File: config.mk
export PLATFORM = sky130hd
export DESIGN_NAME = ipf_top
export DESIGN_NICKNAME = d
export VERILOG_FILES = /design/src/design/ipf_ahb_slave.v /design/src/design/ipf_level_max.v /design/src/design/ipf_top.v
export VERILOG_INCLUDE_DIRS = /design/src /design/src/design
export SDC_FILE = /design/constraint.sdc
export NUM_CORES = 1
export LEC_CHECK = 0
export BUFFER_PORTS_ARGS = -buffer_cell sky130_fd_sc_hd__buf_2
export CORE_ASPECT_RATIO = 0.5
export CORE_MARGIN = 2
export CORE_UTILIZATION = 41
export DETAILED_ROUTE_END_ITERATION = 10
export MAX_ROUTING_LAYER = met4
export PLACE_DENSITY = 0.76
export SETUP_SLACK_MARGIN = 0.5
export SLEW_MARGIN = 20
export SYNTH_ARGS = -nofsm -noshare
export SYNTH_HDL_FRONTEND = slang
export SYNTH_SLANG_ARGS = --single-unit
File: constraint.sdc
create_clock -name ref_clk -period 6.1 [get_ports ref_clk]
set_input_delay 0.305 -clock ref_clk [delete_from_list [all_inputs] [get_ports ref_clk]]
set_output_delay 0.305 -clock ref_clk [all_outputs]
set_load 0.005 [all_outputs]
File: src/design/ipf_map.vh
// Contract
// - each 3-bit field is a binary level: 111 is level 7 (top), 001 level 1
// - adc1 done priority sits in bits 6:4 of register two; 000 disables it
// - change notify priority sits in bits 14:12 of register three, same code
// - register three holds i2c1 master/slave fields; bits 15,11:8,7,3 read zero
`ifndef IPF_MAP_VH
`define IPF_MAP_VH

// ------------------------------------------------------------------
// register byte offsets
// ------------------------------------------------------------------
`define IPF_ADDR_W        8
`define IPF_OFF_PRI_TWO   8'h00
`define IPF_OFF_PRI_THREE 8'h04
`define IPF_OFF_STATUS    8'h08

// ------------------------------------------------------------------
// field positions (low bit of each field; the status enable field is 5 bits wide)
// ------------------------------------------------------------------
`define IPF_UART1_TX_LSB  0
`define IPF_ADC1_DONE_LSB 4
`define IPF_I2C1_SLV_LSB  0
`define IPF_I2C1_MST_LSB  4
`define IPF_CHG_NOTE_LSB  12
`define IPF_STAT_EN_LSB   0
`define IPF_STAT_SRC_LSB  8
`define IPF_STAT_LVL_LSB  12
`define IPF_STAT_REQ_BIT  15

// ------------------------------------------------------------------
// reset values and level codes
// ------------------------------------------------------------------
`define IPF_PRI_RESET     3'h4
`define IPF_LVL_OFF       3'h0
`define IPF_LVL_TOP       3'h7
`define IPF_HSIZE_WORD    3'h2

// ------------------------------------------------------------------
// source indices
// ------------------------------------------------------------------
`define IPF_SRC_ADC1      3'h0
`define IPF_SRC_UART1_TX  3'h1
`define IPF_SRC_CHG_NOTE  3'h2
`define IPF_SRC_I2C1_MST  3'h3
`define IPF_SRC_I2C1_SLV  3'h4

`endif

File: src/design/ipf_ahb_slave.v
`timescale 1ns/1ps
`include "ipf_map.vh"

module ipf_ahb_slave (
  input  wire                   ref_clk,
  input  wire                   rst,
  input  wire                   hsel,
  input  wire [31:0]            haddr,
  input  wire [1:0]             htrans,
  input  wire                   hwrite,
  input  wire [2:0]             hsize,
  input  wire                   hready,
  input  wire [31:0]            hwdata,
  input  wire [15:0]            regRdData,
  output reg                    hreadyout,
  output reg                    hresp,
  output reg  [31:0]            hrdata,
  output wire                   regWrEn,
  output wire [`IPF_ADDR_W-1:0] regAddr,
  output wire [15:0]            regWrData
);

  // ------------------------------------------------------------------
  // address phase capture
  // ------------------------------------------------------------------
  reg [`IPF_ADDR_W-1:0] addr_q;
  reg                   wrPend_q;
  reg                   rdPend_q;
  wire                  addrPhase;

  assign addrPhase = hsel & htrans[1] & hready;
  assign regWrEn   = wrPend_q;
  assign regAddr   = addr_q;
  assign regWrData = hwdata[15:0];

  // reads take one wait state so a read right behind a write sees new data
  always @(posedge ref_clk or posedge rst) begin
    if (rst) begin
      addr_q    <= 8'h00;
      wrPend_q  <= 1'b0;
      rdPend_q  <= 1'b0;
      hreadyout <= 1'b1;
      hresp     <= 1'b0;
      hrdata    <= 32'h00000000;
    end else begin
      hresp <= 1'b0;
      if (rdPend_q) begin
        hrdata    <= {16'h0000, regRdData};
        hreadyout <= 1'b1;
        rdPend_q  <= 1'b0;
        wrPend_q  <= 1'b0;
      end else if (addrPhase) begin
        addr_q    <= haddr[`IPF_ADDR_W-1:0];
        wrPend_q  <= hwrite & (hsize == `IPF_HSIZE_WORD);
        rdPend_q  <= ~hwrite;
        hreadyout <= hwrite;
      end else begin
        wrPend_q <= 1'b0;
      end
    end
  end

endmodule

File: src/design/ipf_level_max.v
`timescale 1ns/1ps
`include "ipf_map.vh"

module ipf_level_max #(
  parameter N = 5
) (
  input  wire [3*N-1:0] levels,
  input  wire [N-1:0]   requests,
  output reg  [2:0]     bestLevel,
  output reg  [2:0]     bestIndex,
  output reg            anyReq
);

  // ------------------------------------------------------------------
  // highest level wins; on a tie the lower index is kept
  // ------------------------------------------------------------------
  integer i;

  always @* begin
    bestLevel = `IPF_LVL_OFF;
    bestIndex = 3'h0;
    anyReq    = 1'b0;
    for (i = 0; i < N; i = i + 1) begin
      if (requests[i] && (levels[3*i +: 3] > bestLevel)) begin
        bestLevel = levels[3*i +: 3];
        bestIndex = i[2:0];
        anyReq    = 1'b1;
      end
    end
  end

endmodule

File: src/design/ipf_top.v
// Implementation choices: register access over AHB-Lite and the register offsets.
`timescale 1ns/1ps
`include "ipf_map.vh"

module ipf_top (
  input  wire        ref_clk,
  input  wire        rst,
  // ahb-lite slave
  input  wire        hsel,
  input  wire [31:0] haddr,
  input  wire [1:0]  htrans,
  input  wire        hwrite,
  input  wire [2:0]  hsize,
  input  wire        hready,
  input  wire [31:0] hwdata,
  output wire        hreadyout,
  output wire        hresp,
  output wire [31:0] hrdata,
  // raw source flags, same clock domain
  input  wire [4:0]  srcFlag,
  // priority fields toward arbitration
  output reg  [2:0]  adc1DonePriority_q,
  output reg  [2:0]  uart1TxPriority_q,
  output reg  [2:0]  changeNotifyPriority_q,
  output reg  [2:0]  i2c1MasterEventPriority_q,
  output reg  [2:0]  i2c1SlaveEventPriority_q,
  // derived state
  output reg  [4:0]  srcEnable_q,
  output reg  [4:0]  srcRequest_q,
  output reg  [2:0]  pendLevel_q,
  output reg  [2:0]  pendSource_q,
  output reg         cpuRequest_q
);

  // ------------------------------------------------------------------
  // helpers
  // ------------------------------------------------------------------
  // a zero field parks the source: it can never reach the cpu
  function fieldOn;
    input [2:0] f;
    begin
      fieldOn = (f != `IPF_LVL_OFF);
    end
  endfunction

  function [2:0] fieldOf;
    input [15:0] word;
    input integer lsb;
    begin
      fieldOf = word[lsb +: 3];
    end
  endfunction

  // ------------------------------------------------------------------
  // bus front end
  // ------------------------------------------------------------------
  wire                   regWrEn;
  wire [`IPF_ADDR_W-1:0] regAddr;
  wire [15:0]            regWrData;
  reg  [15:0]            regRdData;

  ipf_ahb_slave u_bus (
    .ref_clk   (ref_clk),
    .rst       (rst),
    .hsel      (hsel),
    .haddr     (haddr),
    .htrans    (htrans),
    .hwrite    (hwrite),
    .hsize     (hsize),
    .hready    (hready),
    .hwdata    (hwdata),
    .regRdData (regRdData),
    .hreadyout (hreadyout),
    .hresp     (hresp),
    .hrdata    (hrdata),
    .regWrEn   (regWrEn),
    .regAddr   (regAddr),
    .regWrData (regWrData)
  );

  wire wrTwo;
  wire wrThree;

  assign wrTwo   = regWrEn & (regAddr == `IPF_OFF_PRI_TWO);
  assign wrThree = regWrEn & (regAddr == `IPF_OFF_PRI_THREE);

  // ------------------------------------------------------------------
  // priority register two (low byte only)
  // ------------------------------------------------------------------
  // only the 3-bit fields are stored, so unused bits cannot be written
  always @(posedge ref_clk or posedge rst) begin
    if (rst) begin
      adc1DonePriority_q <= `IPF_PRI_RESET;
      uart1TxPriority_q  <= `IPF_PRI_RESET;
    end else if (wrTwo) begin
      adc1DonePriority_q <= fieldOf(regWrData, `IPF_ADC1_DONE_LSB);
      uart1TxPriority_q  <= fieldOf(regWrData, `IPF_UART1_TX_LSB);
    end
  end

  // ------------------------------------------------------------------
  // priority register three
  // ------------------------------------------------------------------
  always @(posedge ref_clk or posedge rst) begin
    if (rst) begin
      changeNotifyPriority_q    <= `IPF_PRI_RESET;
      i2c1MasterEventPriority_q <= `IPF_PRI_RESET;
      i2c1SlaveEventPriority_q  <= `IPF_PRI_RESET;
    end else if (wrThree) begin
      changeNotifyPriority_q    <= fieldOf(regWrData, `IPF_CHG_NOTE_LSB);
      i2c1MasterEventPriority_q <= fieldOf(regWrData, `IPF_I2C1_MST_LSB);
      i2c1SlaveEventPriority_q  <= fieldOf(regWrData, `IPF_I2C1_SLV_LSB);
    end
  end

  // ------------------------------------------------------------------
  // per-source gating and selection
  // ------------------------------------------------------------------
  wire [14:0] levelVec;
  wire [4:0]  enableVec;
  wire [4:0]  gatedReq;
  wire [2:0]  bestLevel;
  wire [2:0]  bestIndex;
  wire        anyReq;

  assign levelVec = {i2c1SlaveEventPriority_q,
                     i2c1MasterEventPriority_q,
                     changeNotifyPriority_q,
                     uart1TxPriority_q,
                     adc1DonePriority_q};

  assign enableVec = {fieldOn(i2c1SlaveEventPriority_q),
                      fieldOn(i2c1MasterEventPriority_q),
                      fieldOn(changeNotifyPriority_q),
                      fieldOn(uart1TxPriority_q),
                      fieldOn(adc1DonePriority_q)};

  assign gatedReq = srcFlag & enableVec;

  ipf_level_max #(
    .N (5)
  ) u_max (
    .levels    (levelVec),
    .requests  (gatedReq),
    .bestLevel (bestLevel),
    .bestIndex (bestIndex),
    .anyReq    (anyReq)
  );

  // registered so every output leaves from a flop; adds one cycle of lag
  always @(posedge ref_clk or posedge rst) begin
    if (rst) begin
      srcEnable_q  <= 5'h00;
      srcRequest_q <= 5'h00;
      pendLevel_q  <= `IPF_LVL_OFF;
      pendSource_q <= 3'h0;
      cpuRequest_q <= 1'b0;
    end else begin
      srcEnable_q  <= enableVec;
      srcRequest_q <= gatedReq;
      pendLevel_q  <= bestLevel;
      pendSource_q <= bestIndex;
      cpuRequest_q <= anyReq;
    end
  end

  // ------------------------------------------------------------------
  // read mux
  // ------------------------------------------------------------------
  always @* begin
    regRdData = 16'h0000;
    case (regAddr)
      `IPF_OFF_PRI_TWO: begin
        regRdData[`IPF_ADC1_DONE_LSB +: 3] = adc1DonePriority_q;
        regRdData[`IPF_UART1_TX_LSB +: 3]  = uart1TxPriority_q;
      end
      `IPF_OFF_PRI_THREE: begin
        // bits 15, 11:8, 7 and 3 stay zero
        regRdData[`IPF_CHG_NOTE_LSB +: 3] = changeNotifyPriority_q;
        regRdData[`IPF_I2C1_MST_LSB +: 3] = i2c1MasterEventPriority_q;
        regRdData[`IPF_I2C1_SLV_LSB +: 3] = i2c1SlaveEventPriority_q;
      end
      `IPF_OFF_STATUS: begin
        regRdData[`IPF_STAT_EN_LSB +: 5]  = srcEnable_q;
        regRdData[`IPF_STAT_SRC_LSB +: 3] = pendSource_q;
        regRdData[`IPF_STAT_LVL_LSB +: 3] = pendLevel_q;
        regRdData[`IPF_STAT_REQ_BIT]      = cpuRequest_q;
      end
      default: begin
        regRdData = 16'h0000;
      end
    endcase
  end

endmodule

# Word-level counts from Yosys, hierarchy flattened
# Index checks and enable logic that the tools add are counted.
# op_classes
bitwise	8
eq_ne	3
n_reduce_logical	13
n_mux	27
magnitude_cmp	5
# op_table
operator	count
$mux 3	7
$reduce_bool 3->1	5
$mux 1	14
$gt 3x3->1	4
$pmux 3 s3	1
$eq 8x3->1 const B	1
$eq 8x4->1 const B	1
$logic_not 8->1	1
$pmux 3 s2	1
$and 1x1->1	5
$and 5x5->5	1
$logic_and 1x1->1	5
$mux 2	2
$pmux 2 s2	1
$eq 3x2->1 const B	1
$gt 3x1->1 const B	1
$pmux 1 s3	1
$not 1->1	2
$reduce_and 2->1	1
$reduce_bool 2->1	1
# totals
elab_cells	71
inputBits	79
regBits	57
output_inout_bits	66

# Longest topological paths before layout
# Gate-level depths: netlist of run 1.
# depth
depth_word	16
ltp_mapped	32
mapped_depth_nobuf	31

# By module
# From an unflattened synthesis of run 1, not the netlist that was laid out.
# unflattened
hier_cells	275
hier_area_um2	3213.1
# modules_own_cells
mod	area_each_um2	cells_per_inst	n_inst	seq_area_each_um2
ipf_top	1360.1	105	1	807.0
ipf_ahb_slave	1316.3	96	1	676.9
ipf_level_max	536.8	74	1	0.0

# Worst setup path after synthesis of run 1
# Ideal clock, no wire load.
# synth_timing
path_type	flip-flop to flip-flop
from	register adc1DonePriority_q[2]
to	register pendSource_q[0]
arrival_time_ns	5.930
path_buffers	3
synth_period_minus_slack_ns	6.053
path_slack_ns	0.047
t_required_ns	5.977
path_stages_with_launch	33
setup_time_ns	0.123
path_cell_list	dfstp_2 -> and2_2 -> inv_1 -> ha_1 -> and2b_1 -> a221oi_1 -> a311o_1 -> buf_6 -> mux2i_1 -> inv_1 -> ha_1 -> nor2_1 -> maj3_1 -> mux2_2 -> maj3_1 -> nand2_1 -> o21ai_0 -> ha_1 -> nor2b_1 -> o21a_1 -> o211ai_1 -> buf_6 -> o22ai_1 -> a31oi_1 -> o21ai_0 -> ha_1 -> inv_1 -> a21o_1 -> a21oi_1 -> a311oi_1 -> buf_2 -> nor2_1 -> o2bb2ai_1
# synth_via
elab_chain_cells	16
elab_cells_between_ends	20
classes_between	order compare (5); mux (8); bitwise (1); reduce/logical (6)
# synth_rtl
element	line_no	rtl
start, declared	ipf_top.v:22	output reg [2:0] adc1DonePriority_q,
start signal, assigned	ipf_top.v:93	adc1DonePriority_q <= `IPF_PRI_RESET;
start signal, assigned	ipf_top.v:96	adc1DonePriority_q <= fieldOf(regWrData, `IPF_ADC1_DONE_LSB);
branches (longest 3 deep; another with $gt 3x1->1)	--	
$mux 3 (*)	ipf_level_max.v:24	if (requests[i] && (levels[3*i +: 3] > bestLevel)) begin
$gt 3x3->1	ipf_level_max.v:24	
$logic_and 1x1->1	ipf_level_max.v:24	
$mux 3	ipf_level_max.v:24	
$gt 3x3->1	ipf_level_max.v:24	
$logic_and 1x1->1	ipf_level_max.v:24	
$mux 3	ipf_level_max.v:24	
$gt 3x3->1	ipf_level_max.v:24	
$logic_and 1x1->1	ipf_level_max.v:24	
$mux 3	ipf_level_max.v:24	
$gt 3x3->1	ipf_level_max.v:24	
$logic_and 1x1->1	ipf_level_max.v:24	
$mux 3 (*)	ipf_level_max.v:24	
net bestIndex[0]	ipf_top.v:123	wire [2:0] bestIndex;
end signal, assigned	ipf_top.v:162	pendSource_q <= bestIndex;
end, declared	ipf_top.v:31	output reg [2:0] pendSource_q,
# Mark *: on every way through the listed nets, which the timed path passes.
# A chain may end at the register's enable or synchronous reset.

# Worst setup path in the final report of run 1
# layout_timing
from	register adc1DonePriority_q[2]
to	register pendLevel_q[1]
# layout_via
elab_chain_cells	16
elab_cells_between_ends	17
classes_between	order compare (5); mux (5); bitwise (1); reduce/logical (6)
# layout_rtl
element	line_no	rtl
branches (longest 3 deep; another with $gt 3x1->1)	--	
$mux 3 (*)	ipf_level_max.v:24	
$gt 3x3->1	ipf_level_max.v:24	
$logic_and 1x1->1	ipf_level_max.v:24	
$mux 3 (*)	ipf_level_max.v:24	
$gt 3x3->1	ipf_level_max.v:24	
$logic_and 1x1->1	ipf_level_max.v:24	
$mux 3 (*)	ipf_level_max.v:24	
$gt 3x3->1	ipf_level_max.v:24	
$logic_and 1x1->1	ipf_level_max.v:24	
$mux 3 (*)	ipf_level_max.v:24	
$gt 3x3->1	ipf_level_max.v:24	
$logic_and 1x1->1	ipf_level_max.v:24	
$mux 3 (*)	ipf_level_max.v:24	
net bestLevel[1]	ipf_top.v:122	wire [2:0] bestLevel;
end signal, assigned	ipf_top.v:155	pendLevel_q <= `IPF_LVL_OFF;
end signal, assigned	ipf_top.v:161	pendLevel_q <= bestLevel;
end, declared	ipf_top.v:30	output reg [2:0] pendLevel_q,
# Marked as above.

==> run summary, run 1 <==
The die covers 0.00771 sq mm. The via count of the routed design is 2504. The worst setup path endpoint was pendLevel_q[1].

For this run, the number of Yosys warnings is 0. The tools report the overall global routing resource usage as 22.3%. The first-pass iteration count of the detailed router was 4.

The tools report the number of slew-limit violations in the final report as 0. The tools report the element type at the critical path start as a flop. The final count of hold timing violations was 0; the number of flip-flops and latches in the synthesized netlist was 57. The tools report the start of the worst register-to-register path as adc1DonePriority_q[2]. By area the synthesized netlist is led by sky130_fd_sc_hd__dfrtp_1 45%, sky130_fd_sc_hd__mux2_2 10%, sky130_fd_sc_hd__dfstp_2 5.5%, sky130_fd_sc_hd__buf_4 5.0%, sky130_fd_sc_hd__ha_1 4.4%. The run gives 44.9% as the tightest slew margin relative to the limit. The async set-reset flop share out of synthesis came out at 100%. The required time of the critical path is 6.28 ns, and the static leakage is 1.94 nW. The post-detailed-placement cell area was 0.00332 sq mm. Combinational cells account for 22.4% of the total power. The power consumption is 1.24 mW, and the area added between synthesis and finish is 38.6%. In this run, flip-flops and latches consume 37.6% of the power. TritonCTS built the clock tree. The logs give 4740 um for the detailed placement HPWL and 21 for the row count. The number of nets in the layout was 471. The worst setup skew after layout is 0.00444 ns. Across the whole layout, storage elements account for 0.00143 sq mm. The multi-input combinational cells in the finished layout cover a total of 0.00136 sq mm. The starting density of the core came out at 42.6%. The critical path contains buffers and inverters numbering 24 combined. Measured in cells, the most critical reg-to-reg path has a length of 39. The tools report the maximum number of pins on one net before global-route repair as 58.

First-pass GRT wire length: 12300 um. The logs give 430 for the number of placed instances, taps included and 538 for the number of inserted filler cells in the final layout. The final period utilization works out to 102%. The most common cell in the synthesized netlist is sky130_fd_sc_hd__dfrtp_1. The number of antenna violations at the first check in global routing came out at 0. The first-iteration detailed-routing DRC count was 228; the minimum period implied by the final worst setup slack was 6.19 ns.

For the pin with the worst max-slew slack, the measured transition is 0.826 ns. On the critical path the largest part of the delay comes from buffers and inverters. Summed over all instances, the cell type with the most area after synthesis is sky130_fd_sc_hd__dfrtp_1. Of the cells placed in the final design, the portion with a size suffix greater than 1 is 49.4%. Clock latency on the worst-skew pair, taken at its later pin, is 0.33 ns. For the reg2reg setup slack, the log shows -0.09 ns. Nature of the critical path endpoint: a flop.

The count of nets left with antenna violations once routing finished came out at 0. Clock-pin slew was measured on the worst setup and hold paths at 0.05 ns. Total number of clock tree sinks: 57. The critical path is of the reg -> reg type. The largest individual stage delay along the critical path comes from the cell sky130_fd_sc_hd__dfstp_2. The number of H-tree branching levels is 3, and the chip width is 122 um. The average routed wire per standard cell came out at 17.2 um. The analysis attributes to net switching a power of 333 uW.

The netlist area before placement is 0.00286 sq mm. The fraction of post-synthesis cell area in the top cell type by area works out to 44.6%. The final reports fail on setup timing. Pin placement for this block handled 145 I/O pins. Dividing total power by cell area gives a power density of 312 mW/mm^2. Number of I/O port buffers: 77.

Routability-driven placement finished with a final weighted congestion of 0.853. The tools report the launch point of the critical path as adc1DonePriority_q[2]. Synthesis handed over a netlist of 266 instances. The maximum fanout along the worst path was 4. The tools report the number of global-route vias before repair as 2460. The final number of setup-violating endpoints is 2.

The class of the tightest hold or removal check is in -> async. The unique cell type count in the Yosys netlist is 44. The critical path runs through a total of 39 cells.

The placeable core area is 0.00673 sq mm, and the average vias per placed instance is 5.23. Of the total power, the share spent switching nets is 26.9%. Hold-fix buffer count after cts: 0. Total DRC errors in the routed layout: 0. The run gives -0.141 ns as the setup TNS. The run gives 161 MHz as the maximum clock frequency.

TritonCTS created 9 clock buffers. The endpoint of the most critical register-to-register path was pendLevel_q[1]. The run finished, with violations left. The run gives 50.1% as the portion of the post-synthesis area used by sequential elements. Setup repair after global routing could not meet its margin everywhere. The number of enable flip-flop cells after synthesis was 0; the number of diodes was 0.

The clock share of power was 40.1%; the delay of the slowest critical-path stage was 0.53 ns. The average size of a mapped cell was 10.8 sq um. Excluding fillers, the count of instances in the completed layout stands at 479. Counting instances in the post-synthesis netlist gives the leading cell types as 51 x sky130_fd_sc_hd__dfrtp_1, 26 x sky130_fd_sc_hd__mux2_2, 21 x sky130_fd_sc_hd__inv_1. The setup slack after layout came out at -0.0941 ns.

The reported max-cap violation count is 0, and the arrival time at the worst endpoint is 6.38 ns. The routed design has 8230 um of wire. The tools report the maximum VDD drop as 132 uV. The cell-internal power came out at 905 uW. Among the stages of the critical path, the cell type that occurs most often is sky130_fd_sc_hd__buf_4. Chip height: 63.1 um.

Buffer type at the clock tree root: sky130_fd_sc_hd__clkbuf_16. The tools report the sum of overflow across all layers after global routing as 0. For this run, the leading register cell type out of synthesis is sky130_fd_sc_hd__dfrtp_1. Counting along the longest clock path gives a buffer depth of 2. Worst-case hold slack: 0.166 ns.

The finished cells cover 0.00397 sq mm.
-- state kept, by name (all words and copies together) (netlist names) --
signal and flops:
adc1DonePriority_q 3, changeNotifyPriority_q 3, cpuRequest_q 1, i2c1MasterEventPriority_q 3, i2c1SlaveEventPriority_q 3, pendLevel_q 3
pendSource_q 3, srcEnable_q 5, srcRequest_q 5, u_bus.hrdata 14, u_bus.hreadyout 1, u_bus.rdPend_q 1
u_bus.regAddr 8, u_bus.regWrEn 1, uart1TxPriority_q 3
-- power groups by stage --
stage                     clock network (mW)  logic (mW)  registers, mW
after detailed placement                   0       0.195          0.469
final                                  0.496       0.277          0.465
after global placement                     0       0.191          0.467
after CTS                              0.503       0.237          0.463
after global routing                   0.527       0.300          0.470
after floorplan                            0       0.136          0.461
-- area by class of cell --
cell class / count / share of cell area, %
Clock inverter: 3 / 1.01
Multi-Input combinational cell: 178 / 34.3
Tap cell: 92 / 2.90
Sequential cell: 57 / 36.1
Timing Repair Buffer: 115 / 17.1
Inverter: 21 / 1.99
Clock buffer: 13 / 6.56
-- metrics by stage --
step,setup slack (ns),utilization (%)
after floorplan,0.321,-
after global placement,0.120,49.4
after detailed placement,0.0290,49.4
after global routing,-0.255,59.0
final,-0.0941,59.0
after CTS,0.307,57.8
-- repair_timing --
item	CTS	global route
buffers inserted	29	3
gates cloned	1	0
setup endpoints to repair	7	7
pin swaps	6	3
resized for setup	11	12
-- how the worst min path moves through the flow --
stage	end	slack, ns	cells after the start
finish	u_bus.hrdata[10]	0.17	3
detailed placement	u_bus.regAddr[5]	0.50	1
CTS	u_bus.rdPend_q	0.18	2
global placement	u_bus.hrdata[3]	0.48	2
floorplan	u_bus.rdPend_q	0.37	1
global route	u_bus.rdPend_q	0.18	2
-- logic make-up after synthesis --
family / after synthesis / synth area share [%]
simple gates: 63 / 11.1
flops: 57 / 50.1
compound gates: 50 / 10.9
buf+inv: 49 / 9.48
mux: 32 / 12.5
fa+ha+maj: 14 / 5.81
other cells: 1 / 0.131
-- placed cells by master (no fill, tap or decap), types with 3 or more instances in the layout --
cell type,count
sky130_fd_sc_hd__buf_6,3
sky130_fd_sc_hd__buf_4,34
sky130_fd_sc_hd__nand2_1,14
sky130_fd_sc_hd__or3_1,4
sky130_fd_sc_hd__dfrtp_1,51
sky130_fd_sc_hd__clkbuf_16,9
sky130_fd_sc_hd__inv_2,3
sky130_fd_sc_hd__nor2_1,16
sky130_fd_sc_hd__o21ai_1,3
sky130_fd_sc_hd__dfstp_2,6
sky130_fd_sc_hd__and2_1,4
sky130_fd_sc_hd__mux2i_1,4
sky130_fd_sc_hd__maj3_2,4
sky130_fd_sc_hd__conb_1,19
sky130_fd_sc_hd__o21ai_0,8
sky130_fd_sc_hd__buf_2,78
sky130_fd_sc_hd__ha_1,6
sky130_fd_sc_hd__a22oi_1,10
sky130_fd_sc_hd__nor3_1,3
sky130_fd_sc_hd__nand3_1,8
sky130_fd_sc_hd__a21oi_1,11
sky130_fd_sc_hd__inv_1,18
sky130_fd_sc_hd__mux2_2,25
sky130_fd_sc_hd__ha_4,3
-- worst register-to-register path, delay by kind of cell (launching register included) --
family	cells	cell delay, ns
flip-flops	1	0.53
adder cells (fa/ha/maj)	2	0.38
multiplexers	1	0.30
buffers and inverters	24	2.79
AO/OA/AOI/OAI	9	1.65
AND/OR/NAND/NOR	3	0.41
-- metal layers --
| layer | vias to the layer above | share of wire (%) | global-route usage (%) |
|---|---|---|---|
| li1 | 1118 | - | - |
| met3 | 37 | 7.1 | 7.97 |
| met5 | - | 0 | - |
| met1 | 1230 | 40 | 26.1 |
| met4 | 0 | 4.4 | 8.76 |
| met2 | 119 | 48 | 35.2 |
Note: power is estimated with default switching activity, not from simulation.
==> run 2: changes to the inputs <==
==> constraint.sdc (replaced) <==
create_clock -name ref_clk -period 6.1 [get_ports ref_clk]
set_input_delay 0.61 -clock ref_clk [delete_from_list [all_inputs] [get_ports ref_clk]]
set_output_delay 0.61 -clock ref_clk [all_outputs]
set_load 0.005 [all_outputs]
==> run summary, run 2 (same netlist as run 1, synthesis figures left out) <==
The run finished with clean final reports. The critical path in this run is classified as reg -> reg. The final number of setup-violating endpoints was 0 (-2); the minimum period implied by the final worst setup slack was 6.02 ns (-0.175 ns).

Setup repair after global routing could not meet its margin everywhere. The number of top-level design ports is 145 (unchanged). The tools report the via count of the routed design as 2496 (-0.32%). The clock buffer count from CTS was 9 (unchanged). The first-pass iteration count of the detailed router was 5 (+1); the chip height was 63.1 um (unchanged). Overall global routing resource usage: 20.9% (-1.4 points). The post-detailed-placement cell area was 0.00340 sq mm (+2.4%).

Post-CTS clock slew at the launch and capture registers of the worst setup and hold paths: 0.05 ns (about the same). The tools report the number of slew-limit violations in the final report as 0 (unchanged). The delay of the slowest critical-path stage came out at 0.53 ns (about the same).

The endpoint identified for the worst register-to-register timing path is pendLevel_q[0]. The final count of hold timing violations was 0 (unchanged); the total number of clock tree sinks was 57 (unchanged). Number of standard cells in the final layout excluding fillers: 487 (+1.7%). Power consumption: 1.22 mW (-1.1%).

The starting density of the core is 42.6% (unchanged), and the detailed placement HPWL is 4860 um (+2.6%). The number of nets in the layout was 479 (+1.7%). The register with the most flip-flops in the final layout is u_bus.hrdata. The chip width is 122 um (unchanged), and the reported max-cap violation count is 0 (unchanged). The logs give 0 (unchanged) for the sum of overflow across all layers after global routing and 0 (unchanged) for the number of routed nets with antenna violations. For the number of global-route vias before repair, the log shows 2344 (-4.7%). The nature of the critical path endpoint was a flop.

The average routed wire per standard cell was 15.9 um (-7.6%). The slowest cell on the critical path was sky130_fd_sc_hd__dfstp_2. The number of diodes was 0 (unchanged). Number of I/O port buffers: 77 (unchanged). The placer congestion estimate came out at 0.881 (+3.3%). The number of placed instances, taps included came out at 440 (+2.3%). The final period utilization came out at 98.7% (-2.9 points). The required time of the critical path came out at 6.33 ns (+0.05 ns). The maximum VDD drop is 155 uV (+18%), and the maximum fanout along the worst path is 5 (+1). The first-iteration detailed-routing DRC count was 193 (-15%); the static leakage was 1.96 nW (+1.3%). Die outline area: 0.00771 sq mm (unchanged).

The average vias per placed instance was 5.13 (-2.0%). The total power divided by cell area was 306 mW/mm^2 (-1.9%). The maximum clock insertion buffer count is 2 (unchanged), and the maximum number of pins on one net before global-route repair is 58 (unchanged). The flip-flop count of the largest register, all copies and words added was 14 (unchanged); the row count was 21 (unchanged). For the total DRC errors in the routed layout, the log shows 0 (unchanged).

The worst setup path is launched from a flop. The worst reg-to-reg path cell count is 29 (-26%). Leading cell type in the layout, fill and taps excluded: sky130_fd_sc_hd__buf_2.

The top cell types in the final layout, fill and taps aside, are 77 x sky130_fd_sc_hd__buf_2, 51 x sky130_fd_sc_hd__dfrtp_1, 46 x sky130_fd_sc_hd__buf_4. The final instance area is 0.00400 sq mm (+0.85%). The logs give 0.32 ns (about the same) for the worst-skew pair later-pin latency and 11800 um (-3.9%) for the first-pass GRT wire length. The buffer type at the clock tree root was sky130_fd_sc_hd__clkbuf_16. The number of H-tree branching levels is 3 (unchanged), and the final wirelength is 7730 um (-6.1%).

The placeable core area is 0.00673 sq mm (unchanged). For the maximum clock frequency, the log shows 166 MHz (+2.9%). Arrival time at the worst endpoint: 6.25 ns (-0.13 ns). The share of layout cells above drive strength 1 is 50.4% (+1.0 points). TritonCTS built the clock tree.

The worst-case hold slack was 0.487 ns (+0.321 ns); the worst setup skew after layout was 0.00497 ns (+0.000529 ns). For the reg2reg setup slack, the log shows 0.08 ns (+0.17 ns). The logs give 0 (unchanged) for the number of antenna violations at the first check in global routing and 42.4% (-2.5 points) for the tightest slew margin relative to the limit. Slew at the pin closest to its max-slew limit: 0.864 ns (+0.0377 ns). Class of the tightest hold or removal check: in -> async.

In this run the critical register-to-register path is launched from adc1DonePriority_q[2]. Compared with the post-synthesis result, the final layout area differs by 39.8%.
## run 2: area by class of cell
cell class / count / area [sq um]
fillers: 532 / 2720
flip-flops and latches: 57 / 1430
multi-input cells: 178 / 1350
repair buffers: 123 / 731
clock buffers: 9 / 225
well taps: 92 / 115
inverters: 21 / 78.8
clock inverters: 7 / 71.3
## run 2: metal layers
layer / routed length [um] / GRT usage (%)
met5: 0 / -
met4: 265 / 9.91
met3: 575 / 5.16
met2: 3670 / 32.3
met1: 3230 / 26.0
## run 2: what timing repair did
item | in CTS | in global routing
buffers inserted | 26 | 5
pin swaps | 6 | 2
setup endpoints to repair | 7 | 7
hold buffers | 0 | 0
resized for setup | 3 | 11
## run 2: worst max path at each step
stage / endpoint / cells past startpoint / start / slack, ns
after floorplan: pendLevel_q[0] / 30 / srcFlag[0] / 0.16
after global placement: pendLevel_q[1] / 31 / srcFlag[0] / -0.08
after detailed placement: pendLevel_q[1] / 32 / srcFlag[0] / -0.18
after CTS: pendLevel_q[0] / 29 / adc1DonePriority_q[2] / 0.25
after global routing: pendLevel_q[1] / 30 / adc1DonePriority_q[2] / -0.22
final: pendLevel_q[0] / 29 / adc1DonePriority_q[2] / 0.08
## run 2: per-stage QoR
stage | worst slack [ns] | setup TNS (ns) | utilization, %
2_1_floorplan | 0.155 | 0 | -
3_3_place_gp | -0.0798 | -0.152 | 50.6
3_5_place_dp | -0.175 | -0.491 | 50.6
4_1_cts | 0.248 | 0 | 57.9
5_1_grt | -0.224 | -0.662 | 59.5
6_report | 0.0804 | 0 | 59.5
## run 2: worst max-delay path, delay by kind of cell (launching register included)
kind	cells	cell delay (ns)
buffers and inverters	3	0.30
muxes	2	0.56
DFF	1	0.53
and+or+nand+nor	6	1.07
AOI/OAI and AO/OA	12	1.76
adders and majority gates	6	1.72
## run 2: power breakdown
| group | internal, mW | switching (mW) |
|---|---|---|
| logic | 0.147 | 0.125 |
| clock network | 0.314 | 0.173 |
| registers | 0.427 | 0.0378 |
